$ cat src/hdl/sram_host_pkg.sv
package sram_host_pkg;

  localparam int ADDR_W = 18;
  localparam int DATA_W = 8;

  // timing figures in ns, clock period in ns
  localparam int CLK_PERIOD_NS = 20;
  localparam int T_RC_NS = 45;
  localparam int T_WC_NS = 45;
  localparam int T_PWE_NS = 35;
  localparam int STROBE_TO_FLOAT_DELAY_NS = 18;
  localparam int DATA_SETUP_BEFORE_WRITE_END_NS = 25;
  localparam int T_HZOE_NS = 18;
  localparam int T_HZCE_NS = 18;

  // least times round up
  localparam int RD_CYC = (T_RC_NS + CLK_PERIOD_NS - 1) / CLK_PERIOD_NS + 1;
  localparam int PWE_MIN_NS = (T_PWE_NS > STROBE_TO_FLOAT_DELAY_NS
    + DATA_SETUP_BEFORE_WRITE_END_NS) ? T_PWE_NS
    : STROBE_TO_FLOAT_DELAY_NS + DATA_SETUP_BEFORE_WRITE_END_NS;
  localparam int WR_CYC = (PWE_MIN_NS + CLK_PERIOD_NS - 1) / CLK_PERIOD_NS;
  localparam int FLOAT_CYC = ((T_HZOE_NS > T_HZCE_NS ? T_HZOE_NS : T_HZCE_NS)
    + CLK_PERIOD_NS - 1) / CLK_PERIOD_NS;
  localparam int CNT_W = 4;

  typedef struct packed {
    logic write;
    logic [ADDR_W-1:0] addr;
    logic [DATA_W-1:0] wdata;
  } req_s;

  typedef struct packed {
    logic chip_select_active_low;
    logic chip_select_active_high;
    logic we_n;
    logic oe_n;
  } strobe_s;

  localparam strobe_s STROBE_IDLE = '{1'b1, 1'b0, 1'b1, 1'b1};

endpackage

$ cat src/hdl/sram_host.sv
`timescale 1ns/1ns
module sram_host #(
  parameter int ADDR_W = sram_host_pkg::ADDR_W,
  parameter int DATA_W = sram_host_pkg::DATA_W
) (
  // clock and reset
  input wire logic CLK_I,
  input wire logic ARST_N_I,
  // user request
  input wire logic REQ_VALID_I,
  input wire logic REQ_WRITE_I,
  input wire logic [ADDR_W-1:0] REQ_ADDR_I,
  input wire logic [DATA_W-1:0] REQ_WDATA_I,
  output logic REQ_READY_O,
  // user answer
  output logic RSP_VALID_O,
  output logic [DATA_W-1:0] RSP_RDATA_O,
  // memory pins
  output logic CHIP_SELECT_ACTIVE_LOW_O,
  output logic CHIP_SELECT_ACTIVE_HIGH_O,
  output logic WE_N_O,
  output logic OE_N_O,
  output logic [ADDR_W-1:0] ADDR_O,
  input wire logic [DATA_W-1:0] DQ_I,
  output logic [DATA_W-1:0] DQ_O,
  output logic DQ_OE_N_O
);

  typedef enum logic [4:0] {
    IDLE = 5'b00001,
    READ = 5'b00010,
    WSTROBE = 5'b00100,
    WEND = 5'b01000,
    FLOAT = 5'b10000
  } state_e;

  state_e state;
  sram_host_pkg::req_s req;
  sram_host_pkg::strobe_s pins;
  logic [DATA_W-1:0] dq_meta;
  logic [DATA_W-1:0] dq_sync;
  logic load;
  logic [sram_host_pkg::CNT_W-1:0] load_count;
  logic done;
  logic take;

  assign take = REQ_VALID_I && REQ_READY_O;

  sram_cycle_timer #(
    .CNT_W(sram_host_pkg::CNT_W)
  ) u_timer (
    .clk_i(CLK_I),
    .arst_n_i(ARST_N_I),
    .load_i(load),
    .count_i(load_count),
    .done_o(done)
  );

  // timer loads on entry to READ, WSTROBE, WEND and FLOAT, not on return to IDLE
  always_comb
  begin
    load = 1'b0;
    load_count = 4'h0;
    unique case (state)
      IDLE:
      begin
        load = take;
        load_count = REQ_WRITE_I ? 4'(sram_host_pkg::WR_CYC - 1)
          : 4'(sram_host_pkg::RD_CYC - 1);
      end
      READ:
      begin
        load = done;
        load_count = 4'(sram_host_pkg::FLOAT_CYC);
      end
      WSTROBE:
      begin
        load = done;
        load_count = 4'h0;
      end
      WEND, FLOAT: ;
    endcase
  end

  // sequencing
  always_ff @(posedge CLK_I or negedge ARST_N_I)
  begin
    if (!ARST_N_I)
      state <= IDLE;
    else
      unique case (state)
        IDLE:
          if (take)
            state <= REQ_WRITE_I ? WSTROBE : READ;
        READ:
          if (done)
            state <= FLOAT;
        WSTROBE:
          if (done)
            state <= WEND;
        WEND:
          state <= IDLE;
        FLOAT:
          if (done)
            state <= IDLE;
      endcase
  end

  // latched request, address and data stay through the write end
  always_ff @(posedge CLK_I or negedge ARST_N_I)
  begin
    if (!ARST_N_I)
      req <= '0;
    else if (take)
      req <= '{REQ_WRITE_I, REQ_ADDR_I, REQ_WDATA_I};
  end

  // select and strobe pins, all driven to hard levels
  always_ff @(posedge CLK_I or negedge ARST_N_I)
  begin
    if (!ARST_N_I)
      pins <= sram_host_pkg::STROBE_IDLE;
    else
    begin
      pins <= sram_host_pkg::STROBE_IDLE;
      if (state == IDLE && take)
      begin
        pins.chip_select_active_low <= 1'b0;
        pins.chip_select_active_high <= 1'b1;
        pins.we_n <= !REQ_WRITE_I;
        pins.oe_n <= REQ_WRITE_I;
      end
      else if (state == READ && !done)
      begin
        pins.chip_select_active_low <= 1'b0;
        pins.chip_select_active_high <= 1'b1;
        pins.oe_n <= 1'b0;
      end
      else if (state == WSTROBE && !done)
      begin
        pins.chip_select_active_low <= 1'b0;
        pins.chip_select_active_high <= 1'b1;
        pins.we_n <= 1'b0;
      end
      // write strobe ends alone; selects drop the next cycle, avoiding a blip
      else if (state == WSTROBE && done)
      begin
        pins.chip_select_active_low <= 1'b0;
        pins.chip_select_active_high <= 1'b1;
      end
    end
  end

  // address pins
  always_ff @(posedge CLK_I or negedge ARST_N_I)
  begin
    if (!ARST_N_I)
      ADDR_O <= '0;
    else if (take)
      ADDR_O <= REQ_ADDR_I;
  end

  // data pins: driven only in the write phases, a cycle after the gate rises
  always_ff @(posedge CLK_I or negedge ARST_N_I)
  begin
    if (!ARST_N_I)
    begin
      DQ_O <= '0;
      DQ_OE_N_O <= 1'b1;
    end
    else
    begin
      DQ_O <= req.wdata;
      DQ_OE_N_O <= !((state == WSTROBE) || (state == WEND && !done));
    end
  end

  // read data crosses in from the pins through two flops
  always_ff @(posedge CLK_I or negedge ARST_N_I)
  begin
    if (!ARST_N_I)
    begin
      dq_meta <= '0;
      dq_sync <= '0;
    end
    else
    begin
      dq_meta <= DQ_I;
      dq_sync <= dq_meta;
    end
  end

  // answer: one pulse per request
  always_ff @(posedge CLK_I or negedge ARST_N_I)
  begin
    if (!ARST_N_I)
    begin
      RSP_VALID_O <= 1'b0;
      RSP_RDATA_O <= '0;
    end
    else
    begin
      RSP_VALID_O <= (state == READ && done) || (state == WEND);
      if (state == READ && done)
        RSP_RDATA_O <= dq_sync;
    end
  end

  always_ff @(posedge CLK_I or negedge ARST_N_I)
  begin
    if (!ARST_N_I)
      REQ_READY_O <= 1'b0;
    else
      REQ_READY_O <= (state == IDLE && !take) || (state == WEND)
        || (state == FLOAT && done);
  end

  assign CHIP_SELECT_ACTIVE_LOW_O = pins.chip_select_active_low;
  assign CHIP_SELECT_ACTIVE_HIGH_O = pins.chip_select_active_high;
  assign WE_N_O = pins.we_n;
  assign OE_N_O = pins.oe_n;

endmodule

$ cat src/hdl/sram_cycle_timer.sv
`timescale 1ns/1ns
module sram_cycle_timer #(
  parameter int CNT_W = 4
) (
  input wire logic clk_i,
  input wire logic arst_n_i,
  input wire logic load_i,
  input wire logic [CNT_W-1:0] count_i,
  output logic done_o
);
  logic [CNT_W-1:0] remain;

  always_ff @(posedge clk_i or negedge arst_n_i)
  begin
    if (!arst_n_i)
      remain <= '0;
    else if (load_i)
      remain <= count_i;
    else if (remain != '0)
      remain <= remain - CNT_W'(1);
  end

  // no path from load back to done: the caller loads on done
  assign done_o = (remain == '0);
endmodule

$ cat config.mk
export PLATFORM = sky130hd
export DESIGN_NAME = sram_host
export DESIGN_NICKNAME = d
export VERILOG_FILES = /design/src/hdl/sram_host_pkg.sv /design/src/hdl/sram_host.sv /design/src/hdl/sram_cycle_timer.sv
export SDC_FILE = /design/constraint.sdc
export NUM_CORES = 1
export LEC_CHECK = 0
export BUFFER_PORTS_ARGS = -buffer_cell sky130_fd_sc_hd__buf_2
export CAP_MARGIN = 15
export CORE_ASPECT_RATIO = 0.6
export CORE_MARGIN = 5
export CORE_UTILIZATION = 49
export CTS_BUF_LIST = sky130_fd_sc_hd__clkbuf_4 sky130_fd_sc_hd__clkbuf_8
export DETAILED_ROUTE_END_ITERATION = 16
export PLACE_DENSITY = 0.76
export SKIP_LAST_GASP = 1
export SYNTH_ARGS = -nofsm -noshare
export SYNTH_HDL_FRONTEND = slang
export SYNTH_SLANG_ARGS = --single-unit
$ cat constraint.sdc
create_clock -name CLK_I -period 5.2 [get_ports CLK_I]
set_clock_uncertainty 0.15 [all_clocks]
set_input_delay 0.52 -clock CLK_I [delete_from_list [all_inputs] [get_ports CLK_I]]
set_output_delay 0.52 -clock CLK_I [all_outputs]
set_load 0.03 [all_outputs]
Yosys cells after proc, flatten, opt, wreduce, memory -nomap -nowiden
Index checks and enable logic that the tools add are counted.
- register bits: 74
- input bits: 38
- add/sub/neg operators: 1
- equality and inequality tests: 9
- muxes and demuxes: 18
- reductions and logical operators: 22
- operator list (operator ; count):
    $pmux W5 S5 ; 1
    $mux W5 ; 4
    $mux W4 ; 3
    $logic_and A1 B1 Y1 ; 9
    $ne A2 B2 Y1 const B ; 4
    $mux W2 ; 3
    $eq A5 B1 Y1 const B ; 1
    $eq A5 B2 Y1 const B ; 1
    $eq A5 B3 Y1 const B ; 1
    $eq A5 B4 Y1 const B ; 1
    $eq A5 B5 Y1 const B ; 1
    $logic_not A1 Y1 ; 4
    $logic_not A4 Y1 ; 1
    $logic_or A1 B1 Y1 ; 4
    $mux W1 ; 4
    $pmux W2 S2 ; 1
    $reduce_and A4 Y1 ; 1
    $reduce_bool A4 Y1 ; 1
    $sub A4 B1 Y4 const B ; 1
    $mux W3 ; 1
    $pmux W1 S2 ; 1
    $reduce_bool A2 Y1 ; 1
    $reduce_or A2 Y1 ; 1

Longest topological paths before layout
Gate-level depths: netlist of run 1.
- word-level depth: 6
- depth in mapped cells: 7
- depth with buffers taken out: 6

Cells and area by module
From an unflattened synthesis of run 1, not the netlist that was laid out.
- cells, all modules: 184
- area total of the unflattened synthesis: 2806.4 µm²
- by module, submodules not included (module ; times used ; cells an instance ; area an instance (µm²) ; sequential area each (µm²)):
    sram_host ; 1 ; 162 ; 2572.5 ; 1757.9
    sram_cycle_timer ; 1 ; 22 ; 234.0 ; 100.1

Least setup slack after synthesis of run 1
OpenSTA, ideal clock, no wires.
- path type: register to register
- start: reg u_timer.remain[0]
- end: reg RSP_RDATA_O[0]
- arrival time: 1490 ps
- data required time: 4925 ps
- path slack: 3435 ps
- cell stages (with the launch flop): 6
- path buffers: 0
- period minus slack after synthesis: 1765 ps
- cells stage by stage: dfrtp_1 > inv_1 > ha_1 > nor3b_4 > nand2_8 > mux2_4
- longest elaborated chain between the ends: 2
- RTL lines (item ; RTL line ; RTL):
    start, declared ; sram_cycle_timer.sv:11 ; logic [CNT_W-1:0] remain;
    start signal, assigned ; sram_cycle_timer.sv:18 ; remain <= count_i;
    start signal, assigned ; sram_cycle_timer.sv:20 ; remain <= remain - CNT_W'(1);
    $logic_not A4 Y1 ; sram_cycle_timer.sv:24 ; assign done_o = (remain == '0);
    $logic_and A1 B1 Y1 ; sram_host.sv:204 ; if (state == READ && done)
    end signal, assigned ; sram_host.sv:205 ; RSP_RDATA_O <= dq_sync;
    end, declared ; sram_host.sv:17 ; output logic [DATA_W-1:0] RSP_RDATA_O,
Every way passes these cells.
A chain may end at the register's enable or synchronous reset.

Worst setup path in the final report of run 1
- start: reg u_timer.remain[0]
- end: reg RSP_RDATA_O[5]
Same word-level chain as after synthesis.

==> results of run 1 <==
==> layer usage <==
layer | global-route usage (%) | wire length (µm) | part of all wire (%) | up-vias
li1 | - | - | - | 830
met3 | 7.929 | 636 | 11 | 5
met4 | 4.622 | 35 | 0.63 | 0
met2 | 21.83 | 2363 | 43 | 88
met5 | 0 | 0 | 0 | -
met1 | 22.31 | 2505 | 45 | 870
==> layout by cell type, fill, tap and decap left out, types with 2 or more instances in the layout <==
master,instances
o21ai_0,2
and3_1,2
buf_4,2
nand2_1,6
a21oi_1,8
clkbuf_8,11
inv_1,5
o21a_1,2
mux2_4,8
dfstp_2,5
ha_1,2
a22oi_1,2
nor3_1,5
mux2i_1,2
nand3_1,3
mux2_2,26
buf_2,78
dfrtp_1,69
bufinv_16,2
nand4_1,3
nor2_1,8
==> metrics by stage <==
stage | cell area, µm² | hold WS [ns] | utilization, %
after detailed placement | 3284 | 0.1864 | 58.41
after CTS | 3510 | 0.1216 | 62.42
after floorplan | 2853 | 0.07441 | -
after global routing | 3510 | 0.1098 | 62.42
after global placement | 3284 | 0.1822 | 58.41
final | 3510 | 0.1386 | 62.42
==> cell type report <==
type                            count  area share [%]
Sequential cell                    74           52.94
Multi-Input combinational cell    102           25.70
Timing Repair Buffer               80           11.55
Clock buffer                       11           4.314
Tap cell                           80           2.852
Clock inverter                      4           2.103
Inverter                            5          0.5348
==> flip-flops by register name (all words and copies together), names as in the netlist <==
name                       cells
DQ_O                           8
REQ_READY_O                    1
dq_sync                        8
state                          5
u_timer.remain                 4
OE_N_O                         1
WE_N_O                         1
req                            8
RSP_VALID_O                    1
RSP_RDATA_O                    8
CHIP_SELECT_ACTIVE_HIGH_O      1
CHIP_SELECT_ACTIVE_LOW_O       1
DQ_OE_N_O                      1
ADDR_O                        18
dq_meta                        8
==> power breakdown <==
part | switching [µW] | total (µW) | internal [µW]
Clock | 196 | 491 | 295
Sequential | 143 | 945 | 801
Combinational | 593 | 963 | 371
==> path summary, 6_finish.rpt <==
kind                                       end  cells after the start
worst min-delay path            RSP_RDATA_O[0]                      1
max in group asynchronous           dq_meta[1]                      2
worst max-delay path            RSP_RDATA_O[5]                      5
min in group CLK_I                  dq_meta[0]                      1
worst max register to register  RSP_RDATA_O[5]                      5
worst min register to register      dq_sync[2]                      0
==> cell families (layout without fill, tap and decap cells) <==
family,Yosys count,after routing,share of synthesized area (%)
mux,36,36,15.18
compound gates,19,19,4.562
flops,74,74,65.13
buf+inv,15,100,3.246
fa+ha+maj,2,2,0.8771
xor+xnor,2,2,0.6141
simple gates,43,43,10.40
==> results.yml, run 1 <==
hold_path:
  min_path_type: "primary input to async pin"
cts:
  htreeDepth: 3
  insertion_delay_ns: 0.34
  cts_tree: "built"
  post_cts_buffers: 0
  cts_sinks: 74
  cts-root-buf: "clkbuf_8"
  cts_buffers: 9
  ctsResizeCount: 0
  clk_pin_slew_ns: 0.07
  clock_path_buffers: 2
  ctsHoldBuffers: 0
global_routing:
  grt_pass1_wl_um: 9149
  antenna_found_initial: 0
  grt-ovfl-total: 0
  grt_pass1_vias: 1843
  grt_max_degree: 40
  track_usage_pct: 15.97
sta:
  drv_slew: 0
  setup-tns-final_ns: 0
  max_freq_mhz: 502.7
  setup_viol: 0
  period_share_pct: 38.26
  hold_viol: 0
  rsz0062_at_grt: "no"
  period_minus_slack_ns: 1.989
  max-slew-margin-rel_pct: 43.29
  worst_pin_slew_ns: 0.8506
  worst_slack_ns: 3.211
critical_path:
  crit_path_max_incr_delay_ns: 0.51
  critPathTopFamily: "simple AND/OR/NAND/NOR gates"
  crit_arrival_ns: 2.06
  cp_max_fo: 9
  crit_chain: "inv_1 > ha_1 > nor3b_4 > nand2_8 > mux2_4"
  cp-end-kind: "register"
  rr_startpoint: "u_timer.remain[0]"
  required_ns: 5.27
  path_buf_inv: 1
  reg2reg_slack_ns: 3.21
  crit_slowest_cell: "nor3b_4"
  startpoint_type: "register"
  path_class: "register to register"
  cp-startpoint: "u_timer.remain[0]"
power:
  finalPower_uw: 2398
  p_per_area_nw_per_um2: 683.4
  p_leak_uw: 0.001713
  ir_worst_vdd_uv: 290.8
drt:
  drt-total-wl_um: 5541
  drtAntennaViolNets: 0
  drc: 0
  viasPerCell: 5.037
  routed-via-count: 1793
  first_iter_violations: 123
  wl_per_cell_um: 15.56
  drt_pass1_iterations: 4
layout:
  syn2layout_area_growth_pct: 23.03
  seq_area_um2: 1858
  antenna-diode-count: 0
  fillers: 465
  drive_gt1_share_pct: 52.90
  finalNetCount: 312
  final_cells: 356
  multi_input_area_um2: 902.1
synthesis:
  dominantRegCellSynth: "dfrtp_1"
  synth.avg_cell_area_um2: 14.94
  synthTopCellsByArea: "dfrtp_1, mux2_2, dfstp_2"
  synthesis.nets: 231
  yosysMostFrequentCell: "dfrtp_1"
  synthTopCellsByCount: "dfrtp_1, mux2_2, a21oi_1, mux2_4, nor2_1"
  synth-edff-count: 0
  async_flop_share_pct: 100.0
  ys_seq_area_share_pct: 65.13
  synth-seq-cells: 74
  yosysWarnings: 0
  synth_top_area_share_pct: 60.53
  netlist_instances: 191
  synth_largest_area_cell: "dfrtp_1"
  synth_area_um2: 2853
  synth_cell_types: 43
status:
  outcome: "finished clean"
die:
  die_area_um2: 7498
  core-area_um2: 5623
  pin_count: 79
  rows: 21
  die_h_um: 69.10
  start_util_pct: 50.73
  die_x_um: 108.5
placement:
  gp_congestion: 0.9525
  port_buffers: 78
  dp_cells: 341
  dp_slack_ns: 3.196
  dp_hpwl_um: 4090
run:
  max_cap_viol_count: 0
(Power assumes the default switching activity.)
==> run 2, diff against run 1 <==
- CORE_UTILIZATION: 49 -> 48
- PLACE_DENSITY: 0.76 -> 0.77
- clock period: 5.2 -> 1.7 ns (I/O delays scaled with it)
==> run 2 against run 1 <==
  * The flow now finishes with violations (setup timing)
  * Die area up 1.8%
  * Register-to-register slack worse by 3.2 ns
  * Routed wire length up 18%
  * Utilization up 9.0 points
  * Final area up 15%
  * Final cell count up 15%
  * Largest cell class unchanged
  * Largest power group unchanged
==> results.yml, run 2 (synthesis results as in run 1) <==
global_routing:
  grt_pass1_vias: 2106
  grt_max_degree: 24
  track_usage_pct: 17.80
  antenna_found_initial: 0
  grt-ovfl-total: 0
  grt_pass1_wl_um: 10400
layout:
  finalNetCount: 363
  fillers: 389
  layout_commonest_cell: "buf_2"
  top_register: "ADDR_O"
  final_cell_mix: "buf_2, dfrtp_1, dlygate4sd3_1"
  final_cell_area_um2: 4051
  drive_gt1_share_pct: 51.83
  antenna-diode-count: 0
  largest_reg_flops: 18
  syn2layout_area_growth_pct: 42.02
placement:
  dp_slack_ns: -0.06216
  gp_congestion: 0.9301
  dp_hpwl_um: 4558
  port_buffers: 78
  post_dp_cell_area_um2: 3420
critical_path:
  path_class: "register to register"
  crit_arrival_ns: 1.80
  cp_max_fo: 9
  startpoint_type: "register"
  cp-end-kind: "register"
  required_ns: 1.77
  reg2reg_slack_ns: -0.03
drt:
  drc: 0
  top_layer_used: "met4"
  viasPerCell: 4.848
  drt-total-wl_um: 6514
  wl_met3_um: 646
  wl_met1_um: 2819
  routed-via-count: 1978
  wl_per_cell_um: 15.97
  first_iter_violations: 80
  drt_pass1_iterations: 4
  wl_met2_um: 2997
  drtAntennaViolNets: 0
die:
  die_x_um: 109.5
  die_h_um: 69.72
  die_area_um2: 7636
  rows: 21
  core-area_um2: 5675
  pin_count: 79
  start_util_pct: 50.26
sta:
  setup_viol: 8
  rsz0062_at_grt: "yes"
  drv_slew: 0
  period_share_pct: 101.6
  hold_viol: 0
  period_minus_slack_ns: 1.727
  setup-tns-final_ns: -0.1858
  max_freq_mhz: 579.0
  worst_pin_slew_ns: 0.5504
  fin_hold_ws_ns: 0.1985
  worst_slack_ns: -0.02723
  max-slew-margin-rel_pct: 63.31
run:
  max_cap_viol_count: 0
cts:
  insertion_delay_ns: 0.34
  clock_path_buffers: 2
  cts-root-buf: "clkbuf_8"
  htreeDepth: 3
  clk_pin_slew_ns: 0.07
  cts_buffers: 9
  cts_sinks: 74
  cts_tree: "built"
power:
  p_per_area_nw_per_um2: 1905
  ir_worst_vdd_uv: 1154
  p_leak_uw: 0.001950
status:
  violations: "setup timing"
  outcome: "finished, violations left"
hold_path:
  min_path_type: "primary input to async pin"
## run 2: cell count changes in the layout (fill, tap and decap cells not counted), sizes merged
cell	delta
buf	+15
inv	-1
clkinv	+1
clkbuf	+1
dlygate4sd3	+36
## run 2: power breakdown
part,switching [µW],total (µW),internal [µW]
Combinational,1960,3310,1350
Clock,611,1530,923
Sequential,421,2870,2450
## run 2: through the flow
step	utilization, %	power [µW]	std cells
final	71.38	7719	408
after global routing	71.38	8135	408
after floorplan	-	5117	191
after detailed placement	60.25	6058	354
after global placement	60.25	5934	354
after CTS	70.75	7680	406
## run 2: critical path: stages (launching register included)
cell and delay, ns:
dfrtp_1 0.40, inv_2 0.09, ha_4 0.14, nor3b_4 0.37
nand2_8 0.14, mux2_4 0.32
## run 2: final timing paths
kind | start | endpoint | depth (start not counted)
setup / recovery | u_timer.remain[0] | RSP_RDATA_O[0] | 5
hold / removal | ARST_N_I | RSP_RDATA_O[0] | 2
setup reg to reg | u_timer.remain[0] | RSP_RDATA_O[0] | 5
hold reg to reg | dq_meta[7] | dq_sync[7] | 0
max in group asynchronous | ARST_N_I | state[0] | 3
min in group CLK_I | dq_meta[7] | dq_sync[7] | 0
## run 2: layer usage
metal  GRT usage (%)  vias to the layer above
li1                -                      928
met1           23.63                      959
met2           27.65                       83
met3           6.977                        8
met4           3.873                        0
met5               0                        -
## run 2: repair_timing
action	in CTS	in global routing
endpoints found under the hold margin	53	0
pin swaps	0	5
buffers inserted	0	2
hold buffers	36	0
gates resized for setup	1	6
setup endpoints to repair	14	16
## run 2: area by class of cell
class	instances	area, µm²	share of cell area, %
multi-input combinational	102	933.4	23.04
tap	80	100.1	2.471
inverter	5	18.77	0.4632
sequential	74	1859	45.89
clock buffer	12	158.9	3.922
clock inverter	4	73.82	1.822
timing repair buffer	131	907.1	22.39
